`src/include/snpm_pkg.sv`:
```
package snpm_pkg;

    // link pins carried through the synchroniser: chip select, clock, data in
    localparam int          PIN_W        = 3;
    localparam int          PIN_CS       = 0;
    localparam int          PIN_SCK      = 1;
    localparam int          PIN_SI       = 2;

    localparam logic [7:0]  READ_SERIAL_CMD = 8'hC3;
    localparam logic [7:0]  DEEP_SLEEP_CMD  = 8'hBA;
    localparam logic [7:0]  HIBERNATE_CMD   = 8'hB9;

    localparam int          SN_BYTES     = 8;
    localparam int          SN_W         = 64;
    localparam logic [2:0]  BIT_LAST     = 3'h7;
    localparam logic [2:0]  SN_FIRST     = 3'h0;

    // array geometry: 32K rows of 64 bits, byte address splits row / byte-in-row
    localparam int          ADDR_W       = 18;
    localparam int          ROW_W        = 15;
    localparam int          ROW_LSB      = 3;

    // timing, figures in ns (plain defaults, no part value implied)
    localparam int          CLK_NS                      = 32'h0000_0019; // 25
    localparam int          DEEP_SLEEP_ENTRY_DELAY_NS   = 32'h0000_0BB8; // 3000
    localparam int          DEEP_SLEEP_WAKE_PULSE_NS    = 32'h0000_01C2; // 450
    localparam int          DEEP_SLEEP_EXIT_DELAY_NS    = 32'h0000_2710; // 10000
    localparam int          HIBERNATE_ENTRY_DELAY_NS    = 32'h0000_03E8; // 1000
    localparam int          HIBERNATE_EXIT_DELAY_NS     = 32'h0001_86A0; // 100000

    localparam int          TMR_W        = 12;
    // least times round up, longest times round down
    localparam logic [11:0] DS_ENTRY_CYC =
        12'((DEEP_SLEEP_ENTRY_DELAY_NS + CLK_NS - 1) / CLK_NS);
    localparam logic [11:0] DS_WAKE_CYC  =
        12'((DEEP_SLEEP_WAKE_PULSE_NS + CLK_NS - 1) / CLK_NS);
    localparam logic [11:0] DS_EXIT_CYC  = 12'(DEEP_SLEEP_EXIT_DELAY_NS / CLK_NS);
    localparam logic [11:0] HIB_ENTRY_CYC =
        12'((HIBERNATE_ENTRY_DELAY_NS + CLK_NS - 1) / CLK_NS);
    localparam logic [11:0] HIB_EXIT_CYC = 12'(HIBERNATE_EXIT_DELAY_NS / CLK_NS);
    localparam logic [11:0] TMR_ONE      = 12'h001;

    typedef enum logic [2:0] {
        PW_ACTIVE, PW_DS_ENTER, PW_DS, PW_DS_EXIT, PW_HIB_ENTER, PW_HIB, PW_HIB_EXIT
    } snpm_pw_e;

    typedef enum logic [1:0] {
        XF_IGNORE, XF_OPCODE, XF_SERIAL
    } snpm_xf_e;

    typedef enum logic [1:0] {
        PD_NONE, PD_DEEP, PD_HIB
    } snpm_pend_e;

endpackage : snpm_pkg

```
`src/hw/snpm_core.sv`:
```
`timescale 1ns/1ps
module snpm_core (
    input  wire logic                         clk,           // system clock, 40 MHz
    input  wire logic                         sys_rst,       // sync reset, high
    input  wire logic                         spi_cs_n,      // chip select pin, low active
    input  wire logic                         spi_sck,       // serial clock pin
    input  wire logic                         spi_si,        // serial data in pin
    output logic                              spi_so,        // serial data out
    output logic                              spi_so_oe_n,   // so enable, low drives
    input  wire logic [snpm_pkg::SN_W-1:0]    sn_value,      // stored serial number
    input  wire logic                         acc_valid,     // array byte access
    input  wire logic                         acc_first,     // first byte of burst
    input  wire logic [snpm_pkg::ADDR_W-1:0]  acc_addr,      // array byte address
    output logic                              row_act,       // row opened pulse
    output logic      [snpm_pkg::ROW_W-1:0]   row_idx,       // opened row
    output logic                              pw_deep_sleep, // in deep sleep
    output logic                              pw_hibernate,  // in hibernate
    output logic                              pw_waking      // exit interval running
);
    import snpm_pkg::*;

    logic [PIN_W-1:0] pin_lvl;
    logic [PIN_W-1:0] pin_rise;
    logic [PIN_W-1:0] pin_fall;

    snpm_sync u_sync (
        .clk      (clk),
        .sys_rst  (sys_rst),
        .pin_in   ({spi_si, spi_sck, spi_cs_n}),
        .pin_lvl  (pin_lvl),
        .pin_rise (pin_rise),
        .pin_fall (pin_fall)
    );

    snpm_row_track u_row (
        .clk       (clk),
        .sys_rst   (sys_rst),
        .acc_valid (acc_valid),
        .acc_first (acc_first),
        .acc_addr  (acc_addr),
        .row_act   (row_act),
        .row_idx   (row_idx)
    );

    function automatic logic [7:0] sn_byte(input logic [SN_W-1:0] sn, input logic [2:0] idx);
        sn_byte = sn[idx*8 +: 8];
    endfunction : sn_byte

    snpm_pw_e         pw;
    snpm_xf_e         xf;
    snpm_pend_e       pend;
    logic [TMR_W-1:0] tmr;
    logic [6:0]       op_sh;
    logic [2:0]       bit_cnt;
    logic [7:0]       tx_sh;
    logic [2:0]       tx_cnt;
    logic [2:0]       byte_idx;
    logic             so_drive;

    wire       cs_low   = !pin_lvl[PIN_CS];
    wire       cs_fall  = pin_fall[PIN_CS];
    wire       cs_rise  = pin_rise[PIN_CS];
    wire       sck_rise = pin_rise[PIN_SCK];
    wire       sck_fall = pin_fall[PIN_SCK];
    wire       si       = pin_lvl[PIN_SI];
    wire       active   = (pw == PW_ACTIVE);
    wire [7:0] op_full  = {op_sh, si};
    wire       op_done  = active && xf == XF_OPCODE && sck_rise && bit_cnt == BIT_LAST;
    wire       sn_start = op_done && op_full == READ_SERIAL_CMD;
    wire       sn_shift = active && xf == XF_SERIAL && sck_fall;
    wire       sn_next  = sn_shift && tx_cnt == BIT_LAST;
    wire [11:0] tmr_inc = tmr + TMR_ONE;

    // frame decoder: runs only while the power state is normal
    always_ff @(posedge clk) begin
        if (sys_rst) begin
            xf       <= XF_IGNORE;
            pend     <= PD_NONE;
            op_sh    <= '0;
            bit_cnt  <= '0;
            tx_sh    <= '0;
            tx_cnt   <= '0;
            byte_idx <= SN_FIRST;
            so_drive <= 1'b0;
            spi_so   <= 1'b0;
        end else if (!active || cs_rise) begin
            xf       <= XF_IGNORE;
            so_drive <= 1'b0;
            if (!active || cs_rise) begin
                pend <= PD_NONE;
            end
        end else if (cs_fall) begin
            xf      <= XF_OPCODE;
            bit_cnt <= '0;
            op_sh   <= '0;
        end else if (xf == XF_OPCODE && sck_rise) begin
            op_sh   <= op_full[6:0];
            bit_cnt <= bit_cnt + 3'h1;
            if (bit_cnt == BIT_LAST) begin
                xf <= XF_IGNORE;
                if (op_full == READ_SERIAL_CMD) begin
                    xf       <= XF_SERIAL;
                    tx_sh    <= sn_byte(sn_value, SN_FIRST);
                    tx_cnt   <= '0;
                    byte_idx <= SN_FIRST + 3'h1;
                end else if (op_full == DEEP_SLEEP_CMD) begin
                    pend <= PD_DEEP;
                end else if (op_full == HIBERNATE_CMD) begin
                    pend <= PD_HIB;
                end
            end
        end else if (sn_shift) begin
            // data in is not looked at while serial bytes go out
            spi_so   <= tx_sh[7];
            so_drive <= 1'b1;
            tx_cnt   <= tx_cnt + 3'h1;
            if (sn_next) begin
                tx_sh    <= sn_byte(sn_value, byte_idx);
                byte_idx <= byte_idx + 3'h1;
            end else begin
                tx_sh <= {tx_sh[6:0], 1'b0};
            end
        end
    end

    // power state: entry on chip select rise after a complete sleep opcode
    always_ff @(posedge clk) begin
        if (sys_rst) begin
            pw  <= PW_ACTIVE;
            tmr <= '0;
        end else begin
            unique case (pw)
                PW_ACTIVE: begin
                    tmr <= '0;
                    if (cs_rise && pend == PD_DEEP) begin
                        pw <= PW_DS_ENTER;
                    end else if (cs_rise && pend == PD_HIB) begin
                        pw <= PW_HIB_ENTER;
                    end
                end
                PW_DS_ENTER: begin
                    tmr <= tmr_inc;
                    if (tmr_inc == DS_ENTRY_CYC) begin
                        pw  <= PW_DS;
                        tmr <= '0;
                    end
                end
                PW_DS: begin
                    // only chip select width counts; clock and data are don't care
                    tmr <= cs_low ? tmr_inc : '0;
                    if (cs_low && tmr_inc == DS_WAKE_CYC) begin
                        pw  <= PW_DS_EXIT;
                        tmr <= '0;
                    end
                end
                PW_DS_EXIT: begin
                    tmr <= tmr_inc;
                    if (tmr_inc == DS_EXIT_CYC) begin
                        pw <= PW_ACTIVE;
                    end
                end
                PW_HIB_ENTER: begin
                    tmr <= tmr_inc;
                    if (tmr_inc == HIB_ENTRY_CYC) begin
                        pw  <= PW_HIB;
                        tmr <= '0;
                    end
                end
                PW_HIB: begin
                    tmr <= '0;
                    if (cs_fall) begin
                        pw <= PW_HIB_EXIT;
                    end
                end
                PW_HIB_EXIT: begin
                    // the waking frame never reaches the decoder and is lost
                    tmr <= tmr_inc;
                    if (tmr_inc == HIB_EXIT_CYC) begin
                        pw <= PW_ACTIVE;
                    end
                end
                default: begin
                    pw  <= PW_ACTIVE;
                    tmr <= '0;
                end
            endcase
        end
    end

    assign spi_so_oe_n   = !(so_drive && active);
    assign pw_deep_sleep = (pw == PW_DS_ENTER) || (pw == PW_DS);
    assign pw_hibernate  = (pw == PW_HIB_ENTER) || (pw == PW_HIB);
    assign pw_waking     = (pw == PW_DS_EXIT) || (pw == PW_HIB_EXIT);

    // cycles spent in the hibernate exit interval; too long for a delay range
    logic [TMR_W-1:0] hib_wait;

    always_ff @(posedge clk) begin
        if (sys_rst || pw != PW_HIB_EXIT) begin
            hib_wait <= '0;
        end else begin
            hib_wait <= hib_wait + TMR_ONE;
        end
    end
endmodule : snpm_core

```
`src/hw/snpm_sync.sv`:
```
`timescale 1ns/1ps
module snpm_sync (
    input  wire logic                        clk,      // system clock
    input  wire logic                        sys_rst,  // sync reset, high
    input  wire logic [snpm_pkg::PIN_W-1:0]  pin_in,   // raw link pins
    output logic      [snpm_pkg::PIN_W-1:0]  pin_lvl,  // synchronised levels
    output logic      [snpm_pkg::PIN_W-1:0]  pin_rise, // rising edge pulse
    output logic      [snpm_pkg::PIN_W-1:0]  pin_fall  // falling edge pulse
);
    import snpm_pkg::*;

    logic [PIN_W-1:0] meta;
    logic [PIN_W-1:0] lvl;
    logic [PIN_W-1:0] prev;

    // chip select idles high, clock and data low
    localparam logic [PIN_W-1:0] PIN_IDLE = 3'h1;

    always_ff @(posedge clk) begin
        if (sys_rst) begin
            meta <= PIN_IDLE;
            lvl  <= PIN_IDLE;
            prev <= PIN_IDLE;
        end else begin
            meta <= pin_in;
            lvl  <= meta;
            prev <= lvl;
        end
    end

    assign pin_lvl  = lvl;
    assign pin_rise = lvl & ~prev;
    assign pin_fall = ~lvl & prev;

endmodule : snpm_sync

```
`src/hw/snpm_row_track.sv`:
```
`timescale 1ns/1ps
module snpm_row_track (
    input  wire logic                         clk,       // system clock
    input  wire logic                         sys_rst,   // sync reset, high
    input  wire logic                         acc_valid, // one byte accessed
    input  wire logic                         acc_first, // first byte of a burst
    input  wire logic [snpm_pkg::ADDR_W-1:0]  acc_addr,  // byte address
    output logic                              row_act,   // row access pulse
    output logic      [snpm_pkg::ROW_W-1:0]   row_idx    // row being accessed
);
    import snpm_pkg::*;

    logic [ROW_W-1:0] last_row;
    logic             have_row;
    wire  [ROW_W-1:0] acc_row  = acc_addr[ADDR_W-1:ROW_LSB];
    // a row is opened at each burst start and at each change of row, however many of its bytes are touched
    wire              new_row  = acc_valid && (acc_first || !have_row || acc_row != last_row);

    always_ff @(posedge clk) begin
        if (sys_rst) begin
            last_row <= '0;
            have_row <= 1'b0;
            row_act  <= 1'b0;
            row_idx  <= '0;
        end else begin
            row_act <= new_row;
            if (new_row) begin
                last_row <= acc_row;
                row_idx  <= acc_row;
                have_row <= 1'b1;
            end
        end
    end

endmodule : snpm_row_track

```
`config.mk`:
```
export PLATFORM = sky130hd
export DESIGN_NAME = snpm_core
export DESIGN_NICKNAME = d
export VERILOG_FILES = /design/src/include/snpm_pkg.sv /design/src/hw/snpm_core.sv /design/src/hw/snpm_sync.sv /design/src/hw/snpm_row_track.sv
export SDC_FILE = /design/constraint.sdc
export NUM_CORES = 1
export LEC_CHECK = 0
export BUFFER_PORTS_ARGS = -buffer_cell sky130_fd_sc_hd__clkbuf_2
export CAP_MARGIN = 40
export CORE_MARGIN = 1
export CORE_UTILIZATION = 30
export CTS_CLUSTER_SIZE = 8
export DETAILED_ROUTE_END_ITERATION = 8
export PLACE_DENSITY = 0.53
export SLEW_MARGIN = 20
export SYNTH_ARGS = -nofsm -noshare
export SYNTH_HDL_FRONTEND = slang
export SYNTH_SLANG_ARGS = --single-unit
```
`constraint.sdc`:
```
create_clock -name clk -period 4.95 [get_ports clk]
set_input_delay 0.495 -clock clk [delete_from_list [all_inputs] [get_ports clk]]
set_output_delay 0.495 -clock clk [all_outputs]
set_load 0.005 [all_outputs]
```
* After elaboration in Yosys (flattened, before gate mapping)
Cells that the tools add are included.
** Storage, ports and cells
- Input port bits :: 89
- Register bits :: 70
** Operators by class
- Equal/unequal tests :: 30
- Add/subtract/negate cells :: 4
- Reduce and logical (&&, ||, !) cells :: 37
- Bitwise logic cells :: 8
- Shift-type cells :: 1
- Mux-type cells :: 38
** Operators with widths (number)
- $shiftx 64x7->8 :: 1
- $mux 3 :: 19
- $mux 12 :: 4
- $pmux 12 s4 :: 1
- $mux 8 :: 5
- $eq 8x8->1 const B :: 3
- $pmux 3 s7 :: 1
- $eq 3x3->1 const B :: 5
- $ne 15x15->1 :: 1
- $mux 7 :: 2
- $add 12x1->12 const B :: 1
- $eq 12x12->1 const B :: 1
- $eq 12x5->1 const B :: 1
- $eq 12x6->1 const B :: 1
- $eq 12x7->1 const B :: 1
- $eq 12x9->1 const B :: 1
- $ne 2x2->1 const B :: 6
- $reduce_and 5->1 :: 2
- $reduce_bool 2->1 :: 5
- $add 3x1->3 const B :: 3
- $logic_and 1x1->1 :: 9
- $reduce_and 7->1 :: 1
- $eq 3x2->1 const B :: 2
- $logic_or 1x1->1 :: 6
- other kinds (18) :: 36

* Longest topological paths before layout
Gate-level depths: netlist (run 1).
- Depth after elaboration :: 7
- Depth in mapped cells :: 9
- Mapped depth without buffers :: 8

* By module
Synthesis (run 1) repeated with hierarchy kept, for this count alone.
** Unflattened totals
- Cells, all modules :: 457
- Area, all modules :: 4295.4 sq um
** By module, submodules not included
- snpm_core :: seq. area each 900.9 sq um, area an instance 3113.0 sq um, times used 1, cells each 342
- snpm_row_track :: seq. area each 340.3 sq um, area an instance 908.4 sq um, times used 1, cells each 91
- snpm_sync :: seq. area each 180.2 sq um, area an instance 274.0 sq um, times used 1, cells each 24

* Worst setup path after synthesis (run 1)
No wires, ideal clock.
- Path type :: register to register
- Start :: register tmr[0]
- End :: register tmr[5]
- Setup time :: 115 ps
- Data required time :: 4835 ps
- Arrival :: 2464 ps
- Path slack :: 2372 ps
- Path buffers :: 1
- Cell stages (with the launch flop) :: 10
- Path through :: dfxtp_1 ha_1 clkbuf_1 nand2_1 or3_4 o21a_1 or3_4 o21ba_1 o311ai_4 o21ba_1
** Between the ends
- Cells in the longest elaborated chain, start to end :: 5
- Elaborated cells on any way between the ends :: 10
** Ends and longest elaborated chain
- start, declared :: RTL line snpm_core.sv:52 : logic [TMR_W-1:0] tmr;
- start signal, assigned :: RTL line snpm_core.sv:142 : tmr <= tmr_inc;
- start signal, assigned :: RTL line snpm_core.sv:150 : tmr <= cs_low ? tmr_inc : '0;
- start signal, assigned :: RTL line snpm_core.sv:157 : tmr <= tmr_inc;
- $add 12x1->12 (*) :: RTL line snpm_core.sv:72 : wire [11:0] tmr_inc = tmr + TMR_ONE;
- $eq 12x5->1 :: RTL line snpm_core.sv:151 : if (cs_low && tmr_inc == DS_WAKE_CYC) begin
- $logic_and 1x1->1 :: RTL line snpm_core.sv:151
- $mux 12 :: RTL line snpm_core.sv:151
- $pmux 12 s4 (*) :: RTL line snpm_core.sv:132 : unique case (pw)
Mark *: on every way between the ends. The rest lies on a longest branch, timed or not.
A chain may end at the register's enable or synchronous reset.

* Worst setup path in the final report (run 1)
Ends and elaborated chain as after synthesis.

==> flow_summary.toml, run 1 <==
[cts]
clock_latency_ns = 0.33
cts.root.buffer_cell = "clkbuf_16"
clock_sinks = 70
htree_num_levels = 3
post-cts-setup-buffers = 0
cts-resized-gates = 0
cts_tree = "yes"
postCtsHoldBufs = 0
cts_buffers = 9
clk_pin_slew_ns = 0.06
clk_path_buf_depth = 2

[pwr]
irDropWorstVdd_mv = 0.159
p_per_area_nw_per_um2 = 299
p_leak_nw = 2.02

[synth]
synth_edf_count = 0
ys_types = 63
synth_area_um2 = 4190
synth.top_cell.area_share_pct = 33.5
synth_ff_type = "dfxtp_1"
synth.most_common_cell = "nor2_1"
synth_top_cells_by_count = "74 x nor2_1, 70 x dfxtp_1, 31 x nand2_1, 25 x mux2i_1, 24 x a21oi_1"
yosysSeqAreaShare_pct = 33.5
synth_nets = 568
synth_seq_cells = 70
yosysTopAreaCell = "dfxtp_1"
yosys_warnings = 0
synth_area_leaders = "dfxtp_1 33%, mux4_2 8.6%, nor2_1 6.6%"
synthCells = 471
synthArstFlopShare_pct = 0
syn_avg_cell_area_um2 = 8.89

[floorplanning]
die_width_um = 120
boundaryPins = 110
core_region_area_um2 = 13400
dieArea_um2 = 14400
start_util_pct = 31.2
rows = 42
fp.dieH_um = 120

[global_route]
grt_pass1_wl_um = 17500
grt_max_degree = 57
grt_pass1_vias = 3814
track_usage_pct = 14.9
grt_overflow = 0
antenna_found_initial = 0

[timing]
fin_skew_ns = 0.00664
fin_crit_ns = 3.12
finalCritPeriodShare_pct = 63.1
drv_slew = 0
rsz0062_at_grt = "false"
hold_viol_final = 0
finalSetupTns_ns = 0
worstMarginPinSlew_ns = 0.757
setup_viol = 0
slew_headroom_pct = 49.5
whs_ns = 0.350
clock.fmax_ghz = 0.320

[placement]
hpwlAfterDp_um = 7680
routabilityCongestion = 0.814
portBuffers = 106

[setup_path]
cp.arrival_ns = 3.35
cp-end-kind = "flop"
required_ns = 5.17
cp_max_fo = 15
crit_type = "flop to flop"
start_kind = "flop"

[drt]
first_pass_iters = 4
wirelength_um = 10200
vias_per_cell = 5.12
wl_per_cell_um = 13.7
drt-initial-drc-count = 237
drtAntennaViolNets = 0
drc_errors = 0
vias = 3801

[final_layout]
fillerInstances = 1377
nets = 659
seq_area_um2 = 1400
drive_gt1_share_pct = 27.3
area_growth_pct = 23.9
multi_input_comb_area_um2 = 2650
antenna_cells = 0

[run]
maxCapViolations = 0

[min_path]
hold_class = "primary input to flop"

[status]
status = "complete, no violations"
-- logic make-up (layout without fill, tap and decap cells) --
kind of cell / after synthesis / count (layout) / synth area share [%]
adders and majority gates: 8 / 8 / 2.39
buffers and inverters: 38 / 134 / 3.62
xor gates and xnor gates: 31 / 31 / 6.49
DFF: 70 / 70 / 33.5
and+or+nand+nor: 184 / 184 / 22.3
AOI/OAI and AO/OA: 99 / 99 / 17.2
muxes: 41 / 41 / 14.6
-- placed cells by master, fill, tap and decap left out, types with 5 or more instances in the layout --
master / count
a211oi_1: 10
a21oi_1: 24
a22oi_1: 9
a2bb2oi_1: 5
and2_1: 7
clkbuf_16: 9
clkbuf_2: 106
dfxtp_1: 70
ha_1: 8
inv_1: 7
mux2i_1: 25
mux4_2: 16
nand2_1: 31
nand2b_1: 5
nand3_1: 10
nand4_1: 7
nor2_1: 74
nor2b_1: 10
nor3_1: 9
nor4_1: 5
o21ai_0: 13
o31ai_1: 5
xnor2_1: 19
xor2_1: 12
-- critical path, cell delays in order, from the launching register on --
cell and delay [ns]:
dfxtp_1 0.59, ha_1 0.40, or3b_2 0.47, o32ai_1 0.19, o21ai_0 0.17, or3_4 0.36
o21ba_1 0.22, o311ai_4 0.41, o21ba_1 0.21
-- routing by layer --
layer / vias up / global-route usage, % / routed length (µm)
met5: - / 0 / 0
met4: 0 / 4.06 / 108
met3: 10 / 4.28 / 603
met2: 117 / 23.9 / 4750
met1: 1778 / 19.3 / 4700
li1: 1896 / - / -
-- registers in the layout, summed over array words and instances (netlist names), 7 cells and up --
name / flops
tmr: 12
tx_sh: 8
op_sh: 7
u_row.row_idx: 15
-- report_power, final --
part	internal [mW]	switching (mW)	total (mW)
registers	0.585	0.0482	0.633
clock network	0.453	0.235	0.688
logic	0.113	0.117	0.230
-- through the flow --
| stage | cell area [µm²] | std cells | utilization (%) | power [mW] | worst slack, ns |
|---|---|---|---|---|---|
| global route | 5180 | 743 | 38.7 | 1.63 | 1.58 |
| floorplan | 4190 | 471 | - | 0.790 | 2.37 |
| finish | 5180 | 743 | 38.7 | 1.55 | 1.83 |
| detailed placement | 4870 | 727 | 36.3 | 0.876 | 1.84 |
| global placement | 4860 | 726 | 36.2 | 0.871 | 1.89 |
| CTS | 5180 | 743 | 38.7 | 1.57 | 1.80 |
-- area by class of cell --
cell class / instances / share of cell area (%)
multi-input combinational: 363 / 51.1
sequential: 70 / 27.0
timing repair buffer: 111 / 11.0
clock buffer: 12 / 4.76
tap: 176 / 4.25
clock inverter: 4 / 1.35
inverter: 7 / 0.507
-- worst paths after layout --
kind | startpoint | endpoint | slack (ns) | cells past startpoint
setup / recovery | tmr[0] | tmr[5] | 1.83 | 8
hold / removal | spi_cs_n | u_sync.meta[0] | 0.35 | 2
hold reg to reg | u_sync.meta[0] | u_sync.pin_lvl[0] | 0.41 | 1
setup reg to reg | tmr[0] | tmr[5] | 1.83 | 8
Note: power is estimated with default switching activity, not from simulation.
==> run 2, diff against run 1 <==
==> constraint.sdc (replaced) <==
create_clock -name clk -period 3.2 [get_ports clk]
set_input_delay 0.32 -clock clk [delete_from_list [all_inputs] [get_ports clk]]
set_output_delay 0.32 -clock clk [all_outputs]
set_load 0.005 [all_outputs]
==> flow_summary.toml, run 2 (synthesis gave the netlist of run 1 again) <==
[final_layout]
final_cell_mix = "106 x clkbuf_2, 74 x nor2_1, 70 x dfxtp_1"
drive_gt1_share_pct = 28.8
area_growth_pct = 25.2
final_common_cell = "clkbuf_2"
reg.largest.list = "u_row.row_idx: 15 flops, tmr: 12 flops, tx_sh: 8 flops"
largest_reg_flops = 15
instances_no_fill = 752
fillerInstances = 1366
seq_area_um2 = 1400
multi_input_comb_area_um2 = 2650
top_register = "u_row.row_idx"
antenna_cells = 0
nets = 668

[timing]
fin_skew_ns = 0.00570
finalSetupTns_ns = 0
setup_viol = 0
whs_ns = 0.193
slew_headroom_pct = 47.4
rsz0062_at_grt = "false"
drv_slew = 0
clock.fmax_ghz = 0.366
finalCritPeriodShare_pct = 85.4
hold_viol_final = 0
worstMarginPinSlew_ns = 0.789
fin_crit_ns = 2.73

[floorplanning]
die_width_um = 120
fp.dieH_um = 120
dieArea_um2 = 14400
core_region_area_um2 = 13400
boundaryPins = 110
start_util_pct = 31.2
rows = 42

[global_route]
grt_pass1_vias = 3720
grt_pass1_wl_um = 17100
track_usage_pct = 14.7
grt_max_degree = 51
grt_overflow = 0
antenna_found_initial = 0

[pwr]
p_leak_nw = 2.06
power.total_mw = 2.38
irDropWorstVdd_mv = 0.259
combPwrFrac_pct = 18.1
p_per_area_nw_per_um2 = 454
p_sw_share_pct = 26.9
p_int_mw = 1.74
seq_power_share_pct = 38.9
p_switching_uw = 640
p_clk_share_pct = 43.0

[cts]
htree_num_levels = 3
postCtsHoldBufs = 0
cts.root.buffer_cell = "clkbuf_16"
cts-resized-gates = 0
post-cts-setup-buffers = 0
clk_pin_slew_ns = 0.06
cts_tree = "yes"
clock_latency_ns = 0.34
clk_path_buf_depth = 2
cts_buffers = 9
clock_sinks = 70

[placement]
hpwlAfterDp_um = 7830
routabilityCongestion = 0.810
placedCellCount = 736
portBuffers = 106

[run]
maxCapViolations = 0

[drt]
drtAntennaViolNets = 0
wirelength_um = 10300
drt-initial-drc-count = 247
first_pass_iters = 4
drc_errors = 0
wl_per_cell_um = 13.7
vias_per_cell = 5.07
vias = 3809

[min_path]
hold_class = "primary input to flop"

[setup_path]
start_kind = "flop"
cp-end-kind = "flop"
cp_max_fo = 9
slowest_delay_ns = 0.56
critPathSlowestCell = "or4_1"
crit_type = "flop to flop"
cp.arrival_ns = 2.96
required_ns = 3.43
path_cells = "nand3_2 > or4_1 > a21oi_1 > a41oi_1 > a221o_1 > o311ai_4 > buf_4 > nor2_1"

[status]
status = "complete, no violations"
==> run 2: cell types whose count changed in the layout (fill, tap and decap cells not counted) <==
cell and change:
buf_4 +10, buf_6 -1, bufinv_16 -1, clkbuf_1 -2, clkbuf_8 +1, clkinv_2 -1, clkinvlp_4 +3
==> run 2: layer usage <==
metal  vias to the layer above  wire (µm)  global-route usage [%]
li1                       1916          -                       -
met1                      1748       4680                    18.2
met2                       125       4770                    24.0
met3                        20        658                    4.23
met4                         0        224                    5.47
met5                         -          0                       0
==> run 2: through the flow <==
stage / util, % / setup WS [ns] / cell area, µm²
3_5_place_dp: 36.8 / 0.487 / 4930
2_1_floorplan: - / 0.622 / 4190
5_1_grt: 39.1 / 0.239 / 5240
3_3_place_gp: 36.8 / 0.525 / 4930
6_report: 39.1 / 0.466 / 5240
4_1_cts: 39.1 / 0.475 / 5240
==> run 2: final timing paths <==
path | cells after the start | to | slack [ns] | start
hold reg to reg | 1 | u_sync.pin_lvl[0] | 0.43 | u_sync.meta[0]
setup / recovery | 8 | tmr[6] | 0.47 | tmr[5]
setup reg to reg | 8 | tmr[6] | 0.47 | tmr[5]
hold / removal | 2 | u_sync.meta[0] | 0.19 | spi_cs_n
==> run 2: area by class of cell <==
type / count / share of cell area (%)
clock buffers: 11 / 4.82
clock inverters: 5 / 1.10
inverters: 7 / 0.501
multi-input cells: 363 / 50.5
flip-flops and latches: 70 / 26.7
well taps: 176 / 4.20
repair buffers: 120 / 12.1
==> run 2: power by group through the flow <==
| stage | clock (mW) | combinational [mW] | sequential (mW) |
|---|---|---|---|
| 2_1_floorplan | 0 | 0.280 | 0.942 |
| 3_3_place_gp | 0 | 0.428 | 0.945 |
| 3_5_place_dp | 0 | 0.434 | 0.946 |
| 4_1_cts | 1.05 | 0.436 | 0.927 |
| 5_1_grt | 1.09 | 0.485 | 0.931 |
| 6_report | 1.02 | 0.431 | 0.927 |
==> run 2: critical path: cells and delay by family (launching register included) <==
| family | cells | cell delay, ns |
|---|---|---|
| buffers and inverters | 1 | 0.20 |
| flip-flops | 1 | 0.55 |
| AO/OA/AOI/OAI | 4 | 1.03 |
| AND/OR/NAND/NOR | 3 | 0.84 |
==> run 3, diff against run 2 <==
--- a/config.mk
+++ b/config.mk
@@ -15,4 +15,5 @@
 export SLEW_MARGIN = 20
 export SYNTH_ARGS = -nofsm -noshare
 export SYNTH_HDL_FRONTEND = slang
+export SYNTH_HIERARCHICAL = 1
 export SYNTH_SLANG_ARGS = --single-unit
==> flow_summary.toml, run 3 <==
[global_route]
grt_overflow = 0
grt_pass1_wl_um = 16600
grt_max_degree = 47
grt_pass1_vias = 3605
track_usage_pct = 14.3
antenna_found_initial = 0

[timing]
hold_viol_final = 0
fin_crit_ns = 2.79
drv_slew = 0
worstMarginPinSlew_ns = 0.814
whs_ns = 0.167
rsz0062_at_grt = "false"
finalSetupTns_ns = 0
fin_skew_ns = 0.00389
slew_headroom_pct = 45.7
clock.fmax_ghz = 0.359
finalCritPeriodShare_pct = 87.0
setup_viol = 0

[placement]
hpwlAfterDp_um = 7420
portBuffers = 106
placedCellCount = 718
routabilityCongestion = 0.830

[setup_path]
required_ns = 3.43
slowest_delay_ns = 0.54
critPathSlowestCell = "dfxtp_1"
cp_max_fo = 11
regToRegEndpoint = "pw[2]"
start_kind = "flop"
cp-end-kind = "flop"
rr_startpoint = "tmr[2]"
path_delay_family = "compound AO/OA/AOI/OAI gates"
cp.arrival_ns = 3.01
critPathBufInv = 0
crit_type = "flop to flop"
cpMostUsedCell = "a2111oi_2"
r2r_cells = 7
path_cells = "nand3_2 > o41ai_2 > or3b_1 > a2111oi_2 > or3_1 > nand4_2 > a2111oi_2"
reg2reg_slack_ns = 0.41

[drt]
vias_per_cell = 5.07
wirelength_um = 10100
drc_errors = 0
drt-initial-drc-count = 251
drtAntennaViolNets = 0
wl_per_cell_um = 13.8
first_pass_iters = 4
vias = 3725

[cts]
cts-resized-gates = 0
clk_path_buf_depth = 2
postCtsHoldBufs = 0
clock_latency_ns = 0.33
cts.root.buffer_cell = "clkbuf_16"
clk_pin_slew_ns = 0.06
cts_buffers = 9
post-cts-setup-buffers = 0
htree_num_levels = 3
cts_tree = "yes"
clock_sinks = 70

[final_layout]
seq_area_um2 = 1400
nets = 646
largest_reg_flops = 15
drive_gt1_share_pct = 31.4
antenna_cells = 0
final_cell_mix = "106 x clkbuf_2, 70 x dfxtp_1, 61 x nor2_1"
reg.largest.list = "u_row/last_row: 15 flops, tmr: 12 flops, tx_sh: 8 flops"
multi_input_comb_area_um2 = 2640
instances_no_fill = 734
area_growth_pct = 22.2
fillerInstances = 1420
top_register = "u_row/last_row"
final_common_cell = "clkbuf_2"

[synth]
syn_avg_cell_area_um2 = 9.40
synth_area_um2 = 4260
synthCells = 453
synth_nets = 550
yosys_warnings = 6

[status]
status = "complete, no violations"

[min_path]
hold_class = "primary input to flop"
min_to = "u_sync/meta[0]"
min_path_cells = 2
min_from = "spi_cs_n"

[floorplanning]
start_util_pct = 30.7
dieArea_um2 = 14700
rows = 43
boundaryPins = 110
core_region_area_um2 = 13900
die_width_um = 121
fp.dieH_um = 121

[pwr]
irDropWorstVdd_mv = 0.266
p_per_area_nw_per_um2 = 406
p_leak_nw = 2.01

[run]
maxCapViolations = 0
-- run 3: final cells by class --
cell class | count | share of cell area, %
multi-input cells | 347 | 50.8
repair buffers | 113 | 11.4
well taps | 180 | 4.33
clock inverters | 5 | 1.08
clock buffers | 11 | 4.86
inverters | 8 | 0.577
flip-flops and latches | 70 | 26.9
-- run 3: power by group --
| part | switching, mW | internal, mW | total, mW |
|---|---|---|---|
| sequential | 0.0146 | 0.890 | 0.905 |
| combinational | 0.0705 | 0.100 | 0.171 |
| clock | 0.387 | 0.646 | 1.03 |
| total | 0.473 | 1.64 | 2.11 |
-- run 3: how the worst max path moves through the flow --
stage            end    from  slack (ns)  depth (start not counted)
6_report       pw[2]  tmr[2]        0.41                          7
5_1_grt        pw[2]  tmr[2]        0.19                          7
4_1_cts        pw[2]  tmr[2]        0.44                          7
3_5_place_dp   pw[2]  tmr[2]        0.50                          7
3_3_place_gp   pw[2]  tmr[2]        0.50                          7
2_1_floorplan  pw[2]  tmr[0]        0.85                          8
-- run 3: worst register-to-register path: cells and delay by family, from the launching register on --
kind / cells / cell delay (ns)
AND/OR/NAND/NOR: 4 / 1.00
flip-flops: 1 / 0.54
AO/OA/AOI/OAI: 3 / 1.13
-- run 3: through the flow --
stage | total power, mW | instance area (µm²) | util (%) | setup slack [ns]
global route | 2.20 | 5200 | 37.5 | 0.190
detailed placement | 1.10 | 4890 | 35.2 | 0.503
global placement | 1.09 | 4880 | 35.1 | 0.501
finish | 2.11 | 5200 | 37.5 | 0.415
CTS | 2.15 | 5200 | 37.5 | 0.441
floorplan | 1.01 | 4260 | - | 0.850
-- run 3: layer usage --
layer  vias to the layer above  GRT usage, %  wire [µm]
li1                       1852             -          -
met1                      1751          17.4       4590
met2                       109          23.7       4750
met3                        13          3.81        591
met4                         0          6.02        214
met5                         -             0          0
